## src/verilog/lcp_pkg.sv

```systemverilog
// Constants shared by the LED controller pin, clock and reset logic.
package lcp_pkg;
   // =========================================================================
   // Register map, byte addresses on the Wishbone bus.
   localparam logic [7:0] LCP_CTRL_ADDR = 8'h00;
   localparam logic [7:0] LCP_GPO_ADDR = 8'h04;
   localparam logic [7:0] LCP_STATUS_ADDR = 8'h08;
   localparam logic [7:0] LCP_SYNC_PULSE_PIN_ADDR = 8'h0c;
   localparam logic [7:0] LCP_RESET_ADDR = 8'h10;
   localparam logic [7:0] LCP_BUSADDR_ADDR = 8'h14;
   // =========================================================================
   // Field positions.
   localparam int LCP_CTRL_CHIP_EN = 0;
   localparam int LCP_CTRL_INT_CLK = 1;
   localparam int LCP_CTRL_DET_ON = 2;
   localparam int LCP_GPO_GENERAL = 0;
   localparam int LCP_GPO_ALERT_SEL = 1;
   localparam int LCP_GPO_ALERT_BIT = 2;
   localparam int LCP_ST_EXT_USED = 0;
   localparam int LCP_ST_ALERT = 1;
   localparam int LCP_ST_SYNC_SEEN = 2;
   localparam int LCP_ST_EN_PIN = 3;
   localparam int LCP_SYNC_PULSE_PIN_SEND = 0;
   // =========================================================================
   // Reset values and magic numbers.
   localparam logic [2:0] LCP_CTRL_RESET = 3'h0;
   localparam logic [2:0] LCP_GPO_RESET = 3'h0;
   localparam logic [7:0] LCP_RESET_KEY = 8'hff;
   localparam logic [3:0] LCP_GROUP_ID = 4'h6;
   // =========================================================================
   // Timing.
   localparam int LCP_SYS_HZ = 125000000;
   localparam int LCP_INT_OSC_HZ = 32768;
   localparam int LCP_EXT_MIN_HZ = 15000;
   localparam int LCP_INT_DIV = LCP_SYS_HZ / LCP_INT_OSC_HZ;
   localparam int LCP_EXT_TIMEOUT = LCP_SYS_HZ / LCP_EXT_MIN_HZ;
   localparam logic [1:0] LCP_SYNC_MIN_TICKS = 2'h2;
   localparam logic [1:0] LCP_SYNC_OUT_TICKS = 2'h3;
   localparam logic [1:0] LCP_EXT_GOOD_EDGES = 2'h2;
   // =========================================================================
   // Source selection state.
   typedef enum logic [0:0] {
      LCP_SRC_INT = 1'b0,
      LCP_SRC_EXT = 1'b1
   } lcp_src_type;
endpackage

```

## src/verilog/lcp_clk_detect.sv

```systemverilog
// Presence detector for the outside slow clock.
`timescale 1ns/1ps
module lcp_clk_detect
   import lcp_pkg::*;
#(
   parameter int TIMEOUT = LCP_EXT_TIMEOUT
) (
   input wire logic i_sys_clk,
   input wire logic i_rstn,
   input wire logic i_clear,
   input wire logic i_hold,
   input wire logic i_rise,
   output logic o_present
);
   // =========================================================================
   // Time since the last rising edge; too long means slow or stuck.
   logic [15:0] gap_r;
   logic [1:0] good_r;
   logic timeout;

   assign timeout = (gap_r >= 16'(TIMEOUT));

   // Counts cycles between rising edges, frozen while held.
   always_ff @(posedge i_sys_clk or negedge i_rstn) begin
      if (!i_rstn) begin
         gap_r <= 16'h0000;
      end else if (i_clear || i_rise) begin
         gap_r <= 16'h0000;
      end else if (!i_hold && !timeout) begin
         gap_r <= gap_r + 16'h0001;
      end
   end

   // Declares presence after a run of timely edges, loss on timeout.
   always_ff @(posedge i_sys_clk or negedge i_rstn) begin
      if (!i_rstn) begin
         good_r <= 2'h0;
         o_present <= 1'b0;
      end else if (i_clear) begin
         good_r <= 2'h0;
         o_present <= 1'b0;
      end else if (!i_hold) begin
         if (timeout) begin
            good_r <= 2'h0;
            o_present <= 1'b0;
         end else if (i_rise) begin
            if (good_r == LCP_EXT_GOOD_EDGES) begin
               o_present <= 1'b1;
            end else begin
               good_r <= good_r + 2'h1;
            end
         end
      end
   end
endmodule // lcp_clk_detect

```

## src/verilog/lcp_top.sv

```systemverilog
// Pin, clock source and reset logic of the LED controller, Wishbone slave.
`timescale 1ns/1ps
module lcp_top
   import lcp_pkg::*;
#(
   parameter int EXT_TIMEOUT = LCP_EXT_TIMEOUT
) (
   input wire logic i_sys_clk,
   input wire logic i_rstn,
   input wire logic i_wb_cyc,
   input wire logic i_wb_stb,
   input wire logic i_wb_we,
   input wire logic [7:0] i_wb_adr,
   input wire logic [3:0] i_wb_sel,
   input wire logic [31:0] i_wb_dat,
   output logic [31:0] o_wb_dat,
   output logic o_wb_ack,
   input wire logic i_en_pin,
   input wire logic i_bus_address_pin0,
   input wire logic i_bus_address_pin1,
   input wire logic i_external_slow_clock_pin,
   input wire logic i_sync_pulse_pin,
   input wire logic i_end_with_alert,
   input wire logic i_sync_send,
   input wire logic i_power_save,
   output logic o_general_output_bit,
   output logic o_alert_out,
   output logic o_alert_oe,
   output logic o_sync_pulse_pin_out,
   output logic o_sync_pulse_pin_oe,
   output logic o_sync_received,
   output logic o_exec_tick,
   output logic o_osc_enable,
   output logic o_chip_en,
   output logic o_standby,
   output logic [6:0] o_bus_address
);
   // =========================================================================
   // Input synchronisers for every pin from outside this clock.
   logic [3:0] pin_meta_r;
   logic [3:0] pin_sync_r;
   logic ext_prev_r;
   logic en_now;
   logic ext_now;
   logic sync_line;
   logic ext_rise;

   // Two flops per pin; only the second stage feeds logic.
   always_ff @(posedge i_sys_clk or negedge i_rstn) begin
      if (!i_rstn) begin
         pin_meta_r <= 4'h0;
         pin_sync_r <= 4'h0;
         ext_prev_r <= 1'b0;
      end else begin
         pin_meta_r <= {i_bus_address_pin1, i_external_slow_clock_pin,
                        i_sync_pulse_pin, i_en_pin};
         pin_sync_r <= pin_meta_r;
         ext_prev_r <= pin_sync_r[2];
      end
   end

   assign en_now = pin_sync_r[0];
   assign sync_line = pin_sync_r[1];
   assign ext_now = pin_sync_r[2];
   assign ext_rise = ext_now && !ext_prev_r;

   logic addr0_meta_r;
   logic addr0_sync_r;

   // First address pin gets its own pair of flops.
   always_ff @(posedge i_sys_clk or negedge i_rstn) begin
      if (!i_rstn) begin
         addr0_meta_r <= 1'b0;
         addr0_sync_r <= 1'b0;
      end else begin
         addr0_meta_r <= i_bus_address_pin0;
         addr0_sync_r <= addr0_meta_r;
      end
   end

   // =========================================================================
   // Shutdown and software reset.
   logic soft_rst_r;
   logic clr;
   logic wr_strobe;
   logic rd_strobe;

   // Enable pin low holds everything cleared; so does a software reset.
   assign clr = soft_rst_r || !en_now;
   assign wr_strobe = i_wb_cyc && i_wb_stb && i_wb_we && !o_wb_ack &&
                      i_wb_sel[0] && en_now;
   assign rd_strobe = i_wb_cyc && i_wb_stb && !o_wb_ack;

   // A write of the key to the reset register clears all registers.
   always_ff @(posedge i_sys_clk or negedge i_rstn) begin
      if (!i_rstn) begin
         soft_rst_r <= 1'b0;
      end else begin
         soft_rst_r <= wr_strobe && (i_wb_adr == LCP_RESET_ADDR) &&
                       (i_wb_dat[7:0] == LCP_RESET_KEY);
      end
   end

   // =========================================================================
   // Control and general output registers.
   logic [2:0] ctrl_r;
   logic [2:0] gpo_r;

   // Power-up clear and soft reset return defaults; chip-on reads zero.
   always_ff @(posedge i_sys_clk or negedge i_rstn) begin
      if (!i_rstn) begin
         ctrl_r <= LCP_CTRL_RESET;
         gpo_r <= LCP_GPO_RESET;
      end else if (clr) begin
         ctrl_r <= LCP_CTRL_RESET;
         gpo_r <= LCP_GPO_RESET;
      end else if (wr_strobe && i_wb_adr == LCP_CTRL_ADDR) begin
         ctrl_r <= i_wb_dat[2:0];
      end else if (wr_strobe && i_wb_adr == LCP_GPO_ADDR) begin
         gpo_r <= i_wb_dat[2:0];
      end
   end

   // =========================================================================
   // Clock source selection and execution tick.
   logic ext_present;
   lcp_src_type src;
   logic [11:0] div_r;
   logic int_tick;

   lcp_clk_detect #(
      .TIMEOUT(EXT_TIMEOUT)
   ) u_detect (
      .i_sys_clk(i_sys_clk),
      .i_rstn(i_rstn),
      .i_clear(clr || !ctrl_r[LCP_CTRL_DET_ON]),
      .i_hold(i_power_save),
      .i_rise(ext_rise),
      .o_present(ext_present)
   );

   // Auto-detect wins over the manual internal select bit.
   always_comb begin
      if (ctrl_r[LCP_CTRL_DET_ON]) begin
         src = ext_present ? LCP_SRC_EXT : LCP_SRC_INT;
      end else begin
         src = ctrl_r[LCP_CTRL_INT_CLK] ? LCP_SRC_INT : LCP_SRC_EXT;
      end
   end

   assign int_tick = (div_r == 12'(LCP_INT_DIV - 1));

   // Internal oscillator model: divider runs unless stopped for power save or by the enable pin low.
   always_ff @(posedge i_sys_clk or negedge i_rstn) begin
      if (!i_rstn) begin
         div_r <= 12'h000;
      end else if (int_tick || !o_osc_enable) begin
         div_r <= 12'h000;
      end else begin
         div_r <= div_r + 12'h001;
      end
   end

   // Tick follows the chosen source, so timing scales with it.
   always_ff @(posedge i_sys_clk or negedge i_rstn) begin
      if (!i_rstn) begin
         o_exec_tick <= 1'b0;
      end else if (src == LCP_SRC_EXT) begin
         o_exec_tick <= ext_rise && en_now;
      end else begin
         o_exec_tick <= int_tick && en_now;
      end
   end

   // Oscillator stops while the outside clock runs the engine in power save.
   always_ff @(posedge i_sys_clk or negedge i_rstn) begin
      if (!i_rstn) begin
         o_osc_enable <= 1'b1;
      end else begin
         o_osc_enable <= en_now &&
                         !(src == LCP_SRC_EXT && i_power_save);
      end
   end

   // =========================================================================
   // Sync pulse receive and transmit, measured in execution ticks.
   logic [1:0] rx_cnt_r;
   logic [1:0] tx_cnt_r;
   logic tx_pend_r;
   logic sync_seen_r;
   logic alert_pend_r;
   logic st_wr;

   assign st_wr = wr_strobe && (i_wb_adr == LCP_STATUS_ADDR);

   // Line low is sampled on each tick; own pulse is not counted.
   always_ff @(posedge i_sys_clk or negedge i_rstn) begin
      if (!i_rstn) begin
         rx_cnt_r <= 2'h0;
         o_sync_received <= 1'b0;
      end else if (clr) begin
         rx_cnt_r <= 2'h0;
         o_sync_received <= 1'b0;
      end else begin
         o_sync_received <= 1'b0;
         if (o_exec_tick) begin
            if (sync_line || o_sync_pulse_pin_oe) begin
               rx_cnt_r <= 2'h0;
            end else if (rx_cnt_r != LCP_SYNC_MIN_TICKS) begin
               rx_cnt_r <= rx_cnt_r + 2'h1;
               o_sync_received <= (rx_cnt_r + 2'h1 ==
                                   LCP_SYNC_MIN_TICKS);
            end
         end
      end
   end

   // Request latched, then line pulled low for three whole ticks.
   always_ff @(posedge i_sys_clk or negedge i_rstn) begin
      if (!i_rstn) begin
         tx_pend_r <= 1'b0;
         tx_cnt_r <= 2'h0;
         o_sync_pulse_pin_oe <= 1'b0;
      end else if (clr) begin
         tx_pend_r <= 1'b0;
         tx_cnt_r <= 2'h0;
         o_sync_pulse_pin_oe <= 1'b0;
      end else begin
         if (o_exec_tick) begin
            if (o_sync_pulse_pin_oe) begin
               if (tx_cnt_r == LCP_SYNC_OUT_TICKS - 2'h1) begin
                  o_sync_pulse_pin_oe <= 1'b0;
                  tx_cnt_r <= 2'h0;
               end else begin
                  tx_cnt_r <= tx_cnt_r + 2'h1;
               end
            end else if (tx_pend_r) begin
               o_sync_pulse_pin_oe <= 1'b1;
               tx_pend_r <= 1'b0;
            end
         end
         // A request in the cycle a pulse starts stays pending.
         if (i_sync_send ||
             (wr_strobe && i_wb_adr == LCP_SYNC_PULSE_PIN_ADDR &&
              i_wb_dat[LCP_SYNC_PULSE_PIN_SEND])) begin
            tx_pend_r <= 1'b1;
         end
      end
   end

   // Line only ever pulled low.
   always_ff @(posedge i_sys_clk or negedge i_rstn) begin
      if (!i_rstn) begin
         o_sync_pulse_pin_out <= 1'b0;
      end else begin
         o_sync_pulse_pin_out <= 1'b0;
      end
   end

   // Sticky status flags; a new event beats a clear in the same cycle.
   always_ff @(posedge i_sys_clk or negedge i_rstn) begin
      if (!i_rstn) begin
         sync_seen_r <= 1'b0;
         alert_pend_r <= 1'b0;
      end else if (clr) begin
         sync_seen_r <= 1'b0;
         alert_pend_r <= 1'b0;
      end else begin
         if (o_sync_received) begin
            sync_seen_r <= 1'b1;
         end else if (st_wr && i_wb_dat[LCP_ST_SYNC_SEEN]) begin
            sync_seen_r <= 1'b0;
         end
         if (i_end_with_alert) begin
            alert_pend_r <= 1'b1;
         end else if (st_wr && i_wb_dat[LCP_ST_ALERT]) begin
            alert_pend_r <= 1'b0;
         end
      end
   end

   // =========================================================================
   // Output pins and bus address.
   // General output, alert pin in its two roles, chip state.
   always_ff @(posedge i_sys_clk or negedge i_rstn) begin
      if (!i_rstn) begin
         o_general_output_bit <= 1'b0;
         o_alert_out <= 1'b0;
         o_alert_oe <= 1'b0;
         o_chip_en <= 1'b0;
         o_standby <= 1'b0;
         o_bus_address <= 7'h00;
      end else begin
         o_general_output_bit <= gpo_r[LCP_GPO_GENERAL];
         if (gpo_r[LCP_GPO_ALERT_SEL]) begin
            o_alert_out <= gpo_r[LCP_GPO_ALERT_BIT];
            o_alert_oe <= 1'b1;
         end else begin
            o_alert_out <= 1'b0;
            o_alert_oe <= alert_pend_r && !clr;
         end
         o_chip_en <= ctrl_r[LCP_CTRL_CHIP_EN];
         o_standby <= en_now && !ctrl_r[LCP_CTRL_CHIP_EN];
         o_bus_address <= {LCP_GROUP_ID,
                           3'({pin_sync_r[3], addr0_sync_r}) +
                           3'h2};
      end
   end

   // =========================================================================
   // Wishbone answer: ack one cycle after the strobe, dropped next cycle.
   logic [31:0] rd_data;

   // Read mux; unmapped addresses read zero.
   always_comb begin
      rd_data = 32'h00000000;
      unique case (i_wb_adr)
         LCP_CTRL_ADDR: rd_data[2:0] = ctrl_r;
         LCP_GPO_ADDR: rd_data[2:0] = gpo_r;
         LCP_STATUS_ADDR: begin
            rd_data[LCP_ST_EXT_USED] = (src == LCP_SRC_EXT);
            rd_data[LCP_ST_ALERT] = alert_pend_r;
            rd_data[LCP_ST_SYNC_SEEN] = sync_seen_r;
            rd_data[LCP_ST_EN_PIN] = en_now;
         end
         LCP_BUSADDR_ADDR: rd_data[6:0] = o_bus_address;
         default: rd_data = 32'h00000000;
      endcase
   end

   // Single-cycle registered answer to every access, mapped or not.
   always_ff @(posedge i_sys_clk or negedge i_rstn) begin
      if (!i_rstn) begin
         o_wb_ack <= 1'b0;
         o_wb_dat <= 32'h00000000;
      end else begin
         o_wb_ack <= rd_strobe;
         if (rd_strobe && !i_wb_we && en_now) begin
            o_wb_dat <= rd_data;
         end else if (rd_strobe) begin
            o_wb_dat <= 32'h00000000;
         end
      end
   end
endmodule // lcp_top

```

## config.mk

```make
export PLATFORM = sky130hd
export DESIGN_NAME = lcp_top
export DESIGN_NICKNAME = d
export VERILOG_FILES = /design/src/verilog/lcp_pkg.sv /design/src/verilog/lcp_clk_detect.sv /design/src/verilog/lcp_top.sv
export SDC_FILE = /design/constraint.sdc
export NUM_CORES = 1
export LEC_CHECK = 0
export ABC_AREA = 1
export BUFFER_PORTS_ARGS = -buffer_cell sky130_fd_sc_hd__buf_2
export CORE_MARGIN = 2
export CORE_UTILIZATION = 57
export DETAILED_ROUTE_END_ITERATION = 12
export GPL_TIMING_DRIVEN = 0
export PLACE_DENSITY_LB_ADDON = 0.08
export SKIP_CTS_REPAIR_TIMING = 1
export SKIP_LAST_GASP = 1
export SLEW_MARGIN = 10
export SYNTH_ARGS = -nofsm -noshare
export SYNTH_HDL_FRONTEND = slang
export SYNTH_HIERARCHICAL = 1
export SYNTH_SLANG_ARGS = --single-unit
```

## constraint.sdc

```tcl
create_clock -name i_sys_clk -period 4.9 [get_ports i_sys_clk]
set_clock_uncertainty 0.15 [all_clocks]
set_input_delay 0.245 -clock i_sys_clk [delete_from_list [all_inputs] [get_ports i_sys_clk]]
set_output_delay 0.245 -clock i_sys_clk [all_outputs]
set_load 0.02 [all_outputs]
```

==> results.py, run 1 <==
metrics = {
    "status": {
        "status": "complete, no violations",
    },
    "routing": {
        "wl_um": 7920,
        "drt_iter0_markers": 165,
        "vias": 3308,
        "wl_per_cell_um": 11.6,
        "vias_per_cell": 4.86,
        "post-route-drc-count": 0,
        "drtPass1Iterations": 4,
        "ant_nets": 0,
    },
    "pwr": {
        "switchingPower_mw": 0.340,
        "seq_power_share_pct": 53.2,
        "p_comb_share_pct": 10.8,
        "intPower_mw": 0.878,
        "powerDensity_nw_per_um2": 257,
        "total_power_mw": 1.22,
        "ir_worst_vdd_mv": 0.213,
        "power_frac_clock_pct": 36.0,
        "switching_share_pct": 27.9,
        "power.leakage_nw": 2.45,
    },
    "synth": {
        "async_flop_share_pct": 100,
        "synthCells": 481,
        "synth_common_cells": "nand2_1, dfrtp_1, inv_1, nand3_1, nor2_1",
        "yosys.cell_types.count": 35,
        "synth.most_common_cell": "nand2_1",
        "synth_largest_area_cell": "dfrtp_1",
        "synthesis.area_um2": 3990,
        "ys_top_cells_by_area": "dfrtp_1, nand2_1, nand3_1, buf_4, inv_1",
        "synthFlopType": "dfrtp_1",
        "ys_seq_elements": 75,
        "ys_seq_area_share_pct": 47.1,
        "synth_edf_count": 0,
        "netlist.area_leader.share_pct": 46.4,
        "syn_avg_cell_area_um2": 8.29,
        "synth_warnings": 6,
    },
    "grt": {
        "overflow": 0,
        "grt_antenna_before_repair": 0,
        "grt_max_degree": 42,
        "grtUsageTotal_pct": 21.9,
        "grt_pass1_wl_um": 13000,
        "grt_pass1_vias": 2997,
    },
    "setup_path": {
        "path_max_fanout": 10,
        "crit_type": "flip-flop to flip-flop",
        "cp.arrival_ns": 2.51,
        "cp-start-kind": "flip-flop",
        "critPathBufInv": 3,
        "cp_slowest_cell": "clkbuf_1",
        "cp.required_ns": 5.04,
        "max_stage_delay_ns": 0.45,
        "critical_path.endpoint_type": "flip-flop",
        "path_delay_family": "simple AND/OR/NAND/NOR gates",
        "cpMostUsedCell": "nand2_1",
        "worstPathCellList": "inv_2, nor2_8, buf_4, nand2_1, nor2_1, clkbuf_1, nand4_1, nand2_1",
    },
    "sta": {
        "finalCriticalPeriod_ns": 2.36,
        "max_freq_mhz": 423,
        "fin_crit_sh_pct": 48.3,
        "fin_setup_tns_ns": 0,
        "final-setup-viol-count": 0,
        "drv_slew": 0,
        "timing.hold.ws_ns": 0.0388,
        "worstMarginPinSlew_ns": 0.509,
        "rsz0062_at_grt": "no",
        "slew_headroom_pct": 66.0,
        "hold_viol": 0,
    },
    "placed_design": {
        "hpwl_um": 5930,
        "port_buffers": 50,
        "place_congestion": 0.910,
        "dp.cells": 656,
    },
    "run": {
        "maxCapViolCount": 0,
    },
    "final_layout": {
        "antennaDiodeCount": 0,
        "synthToLayoutAreaGrowth_pct": 19.0,
        "drive_gt1_share_pct": 22.4,
        "final_cells": 680,
        "layout.nets": 644,
    },
    "cts": {
        "clockBufferDepth": 2,
        "numCtsBuffers": 9,
        "clock-sinks": 75,
        "clockRootBuffer": "clkbuf_8",
        "clk_pin_slew_ns": 0.09,
        "cts-htree-levels": 3,
        "cts_tree": "built",
        "clk_latency_ns": 0.36,
    },
    "hold_path": {
        "hold_path.class": "input pin to flip-flop",
    },
    "floorplan": {
        "die_w_um": 87.6,
        "die_h_um": 87.6,
        "initial_core_util_pct": 58.7,
        "die_area_um2": 7680,
        "io_pins": 107,
        "core_um2": 6790,
        "fp-row-count": 30,
    },
}
## cell families (layout without fill, tap and decap cells)
group	after synthesis	count (layout)	share of synthesized area, %
and+or+nand+nor	251	251	29.7
buffers and inverters	94	169	12.4
other	2	30	0.188
AOI/OAI and AO/OA	42	42	6.15
adders and majority gates	8	8	2.51
xor gates and xnor gates	9	9	1.98
DFF	75	75	47.1
## path summary, 6_finish.rpt
check                         startpoint            endpoint  slack, ns  depth (start not counted)
min reg2reg                pin_meta_r[2]       pin_sync_r[2]       0.20                          0
min in group asynchronous         i_rstn            div_r[9]       0.23                          2
max in group asynchronous         i_rstn        o_osc_enable       3.75                          3
max reg2reg                pin_sync_r[0]  u_detect/gap_r[11]       2.54                          8
max                        pin_sync_r[0]  u_detect/gap_r[11]       2.54                          8
min                          i_wb_dat[1]            gpo_r[1]       0.04                          3
## worst register-to-register path: stages, from the launching register on
cell and delay [ns]:
dfrtp_1 0.41, inv_2 0.10, nor2_8 0.17, buf_4 0.21, nand2_1 0.12, nor2_1 0.43, clkbuf_1 0.45, nand4_1 0.18
nand2_1 0.09
## cell usage in the layout, fill, tap and decap left out, types with 2 or more instances in the layout
master / instances
a21o_1: 2
a21oi_1: 8
a31oi_1: 2
buf_2: 49
buf_4: 33
buf_6: 3
clkbuf_1: 2
clkbuf_8: 9
conb_1: 30
dfrtp_1: 74
dlygate4sd3_1: 8
ha_1: 8
inv_1: 51
inv_2: 6
inv_6: 4
nand2_1: 104
nand2_2: 4
nand3_1: 49
nand3_2: 5
nand4_1: 17
nor2_1: 48
nor2_2: 6
nor2_4: 2
nor3_1: 11
o21ai_0: 14
o21ai_1: 9
o21bai_1: 3
xnor2_1: 4
xor2_1: 5
## registers in the layout, summed over array words and instances, names as in the netlist, 3 cells and up
register	count
u_detect/gap_r	16
div_r	12
o_wb_dat	5
gpo_r	3
pin_meta_r	4
o_bus_address	4
pin_sync_r	4
ctrl_r	3
## per-stage QoR
stage	area (um2)	setup slack (ns)	util, %
2_1_floorplan	4090	3.03	-
3_5_place_dp	4490	2.59	66.0
3_3_place_gp	4460	2.58	65.7
5_1_grt	4750	2.34	69.9
6_report	4750	2.54	69.9
4_1_cts	4670	2.56	68.7
## per-layer routing
layer / up-vias / track usage [%] / wire length, um
met4: 0 / 9.65 / 142
met2: 80 / 35.4 / 3810
met5: - / 0 / 0
met1: 1524 / 28.3 / 3590
li1: 1689 / - / -
met3: 15 / 5.09 / 379
## power groups by stage
stage	Combinational [mW]	Clock [mW]	Sequential [mW]
final	0.131	0.439	0.648
after global routing	0.146	0.484	0.651
after CTS	0.127	0.454	0.648
after detailed placement	0.126	0	0.661
after global placement	0.122	0	0.660
after floorplan	0.0784	0	0.664
## area by class of cell
type	count	area (um2)
plain buffers	37	282
clock buffers	9	124
clock inverters	7	56.3
fillers	555	2050
inverters	57	214
multi-input cells	340	1720
flip-flops and latches	75	1880
well taps	96	120
repair buffers	59	353
Note: power is estimated with default switching activity, not from simulation.
==> inputs of run 2 (changes only) <==
ABC_AREA = 0   (was 1)
CORE_UTILIZATION = 47   (was 57)
clock period = 2 ns   (was 4.9 ns; I/O delays follow)
==> results.py, run 2 <==
metrics = {
    "status": {
        "status": "finished with violations",
        "violations": "hold timing",
    },
    "routing": {
        "drtPass1Iterations": 4,
        "wl_per_cell_um": 12.6,
        "vias": 2783,
        "drt_iter0_markers": 71,
        "wl_um": 7200,
        "ant_nets": 0,
        "post-route-drc-count": 0,
        "vias_per_cell": 4.86,
    },
    "floorplan": {
        "io_pins": 107,
        "die_w_um": 92.8,
        "core_um2": 7690,
        "fp-row-count": 32,
        "initial_core_util_pct": 48.2,
        "die_area_um2": 8610,
        "die_h_um": 92.8,
    },
    "pwr": {
        "power_frac_clock_pct": 39.3,
        "p_comb_share_pct": 9.2,
        "seq_power_share_pct": 51.5,
        "switching_share_pct": 24.2,
        "switchingPower_mw": 0.732,
        "ir_worst_vdd_mv": 0.377,
        "intPower_mw": 2.30,
        "powerDensity_nw_per_um2": 646,
        "power.leakage_nw": 2.19,
    },
    "setup_path": {
        "path_max_fanout": 5,
        "crit_type": "flip-flop to flip-flop",
        "cp-start-kind": "flip-flop",
        "critical_path.endpoint_type": "flip-flop",
        "cp.required_ns": 2.08,
        "cp.arrival_ns": 2.04,
    },
    "synth": {
        "synthFlopType": "dfrtp_1",
        "async_flop_share_pct": 100,
        "syn_avg_cell_area_um2": 10.4,
        "synth.most_common_cell": "dfrtp_1",
        "ys_seq_elements": 75,
        "synthCells": 355,
        "synth_warnings": 6,
        "ys_top_cells_by_area": "dfrtp_1, buf_4, nor2_1, xnor2_1, ha_1",
        "netlist.area_leader.share_pct": 50.0,
        "synth_largest_area_cell": "dfrtp_1",
        "ys_seq_area_share_pct": 50.7,
        "synth_common_cells": "dfrtp_1, nor2_1, buf_4, nand2_1, inv_1",
        "synthesis.area_um2": 3700,
        "synth_edf_count": 0,
        "yosys.cell_types.count": 60,
    },
    "grt": {
        "grt_antenna_before_repair": 0,
        "overflow": 0,
        "grt_max_degree": 57,
        "grt_pass1_vias": 2470,
        "grt_pass1_wl_um": 11400,
        "grtUsageTotal_pct": 16.8,
    },
    "final_layout": {
        "layout.nets": 532,
        "largest_reg_flops": 16,
        "largestRegisters": "u_detect/gap_r x16, div_r x12, o_wb_dat x5",
        "final_common_cell": "dfrtp_1",
        "final_cells": 573,
        "drive_gt1_share_pct": 28.7,
        "largest_register": "u_detect/gap_r",
        "synthToLayoutAreaGrowth_pct": 26.5,
        "antennaDiodeCount": 0,
        "layout_common_cells": "dfrtp_1, buf_2, nor2_1, buf_4, conb_1",
    },
    "hold_path": {
        "hold_path.class": "input pin to flip-flop",
    },
    "sta": {
        "rsz0062_at_grt": "yes",
        "worstMarginPinSlew_ns": 0.903,
        "final-setup-viol-count": 0,
        "max_freq_mhz": 510,
        "hold_viol": 1,
        "slew_headroom_pct": 38.9,
        "timing.hold.ws_ns": -0.0124,
        "drv_slew": 0,
        "finalCriticalPeriod_ns": 1.96,
        "fin_crit_sh_pct": 98.1,
    },
    "placed_design": {
        "port_buffers": 49,
        "hpwl_um": 4900,
        "place_congestion": 0.817,
        "dp.cells": 535,
    },
    "cts": {
        "clk_latency_ns": 0.35,
        "clockRootBuffer": "clkbuf_8",
        "clock-sinks": 75,
        "cts-htree-levels": 3,
        "clk_pin_slew_ns": 0.08,
        "clockBufferDepth": 2,
        "cts_tree": "built",
        "numCtsBuffers": 9,
    },
    "run": {
        "maxCapViolCount": 0,
    },
}
## run 2: cell families (layout without fill, tap and decap cells)
logic type,Yosys count,count (layout),share of synthesized area (%)
mux,10,10,2.70
other cells,2,30,0.203
flops,75,75,50.7
simple gates,129,129,18.6
buf+inv,56,142,8.88
compound gates,58,60,12.1
fa+ha+maj,8,8,2.70
xor+xnor,17,17,4.02
## run 2: worst max-delay path, stage by stage, from the launching register on
cell and delay [ns]:
dfrtp_1 0.38, nand3b_1 0.28, inv_2 0.12, nand4_1 0.21, or4_1 0.44, buf_2 0.16
mux2i_1 0.12
## run 2: per-stage QoR
stage	util [%]	setup slack [ns]	total power, mW	cell area, um2	TNS (ns)
after CTS	57.4	-0.180	3.04	4410	-2.60
after floorplan	-	0.00221	1.74	3810	0
final	61.0	0.0385	3.03	4690	0
after global placement	54.4	-0.131	1.83	4180	-1.77
after detailed placement	54.8	-0.150	1.84	4210	-2.02
after global routing	61.0	-0.0542	3.16	4690	-0.350
## run 2: final timing paths
kind	from	to	slack, ns	depth (start not counted)
hold reg to reg	pin_meta_r[1]	pin_sync_r[1]	0.20	0
min in group asynchronous	i_rstn	o_wb_dat[4]	0.02	2
max in group asynchronous	i_rstn	o_osc_enable	1.09	3
setup reg to reg	o_wb_ack	gpo_r[2]	0.04	6
setup / recovery	o_wb_ack	gpo_r[2]	0.04	6
hold / removal	i_wb_adr[6]	soft_rst_r	-0.01	4
## run 2: layout make-up
| type | instances | area, um2 |
|---|---|---|
| buffer | 38 | 264 |
| clock buffer | 11 | 151 |
| clock inverter | 4 | 50.0 |
| fill | 701 | 3000 |
| inverter | 18 | 67.6 |
| multi-input combinational | 254 | 1670 |
| sequential | 75 | 1880 |
| tap | 102 | 128 |
| timing repair buffer | 71 | 470 |
## run 2: power groups by stage
stage / combinational [mW] / clock [mW] / sequential, mW
floorplan: 0.142 / 0 / 1.60
global placement: 0.240 / 0 / 1.59
detailed placement: 0.249 / 0 / 1.59
CTS: 0.250 / 1.23 / 1.56
global route: 0.305 / 1.30 / 1.56
finish: 0.278 / 1.19 / 1.56
## run 2: metal layers
metal,vias up,track usage (%),wire (um)
met1,1297,22.5,3380
met4,0,6.25,106
li1,1398,-,-
met2,78,26.1,3340
met3,10,4.48,372
met5,-,0,0
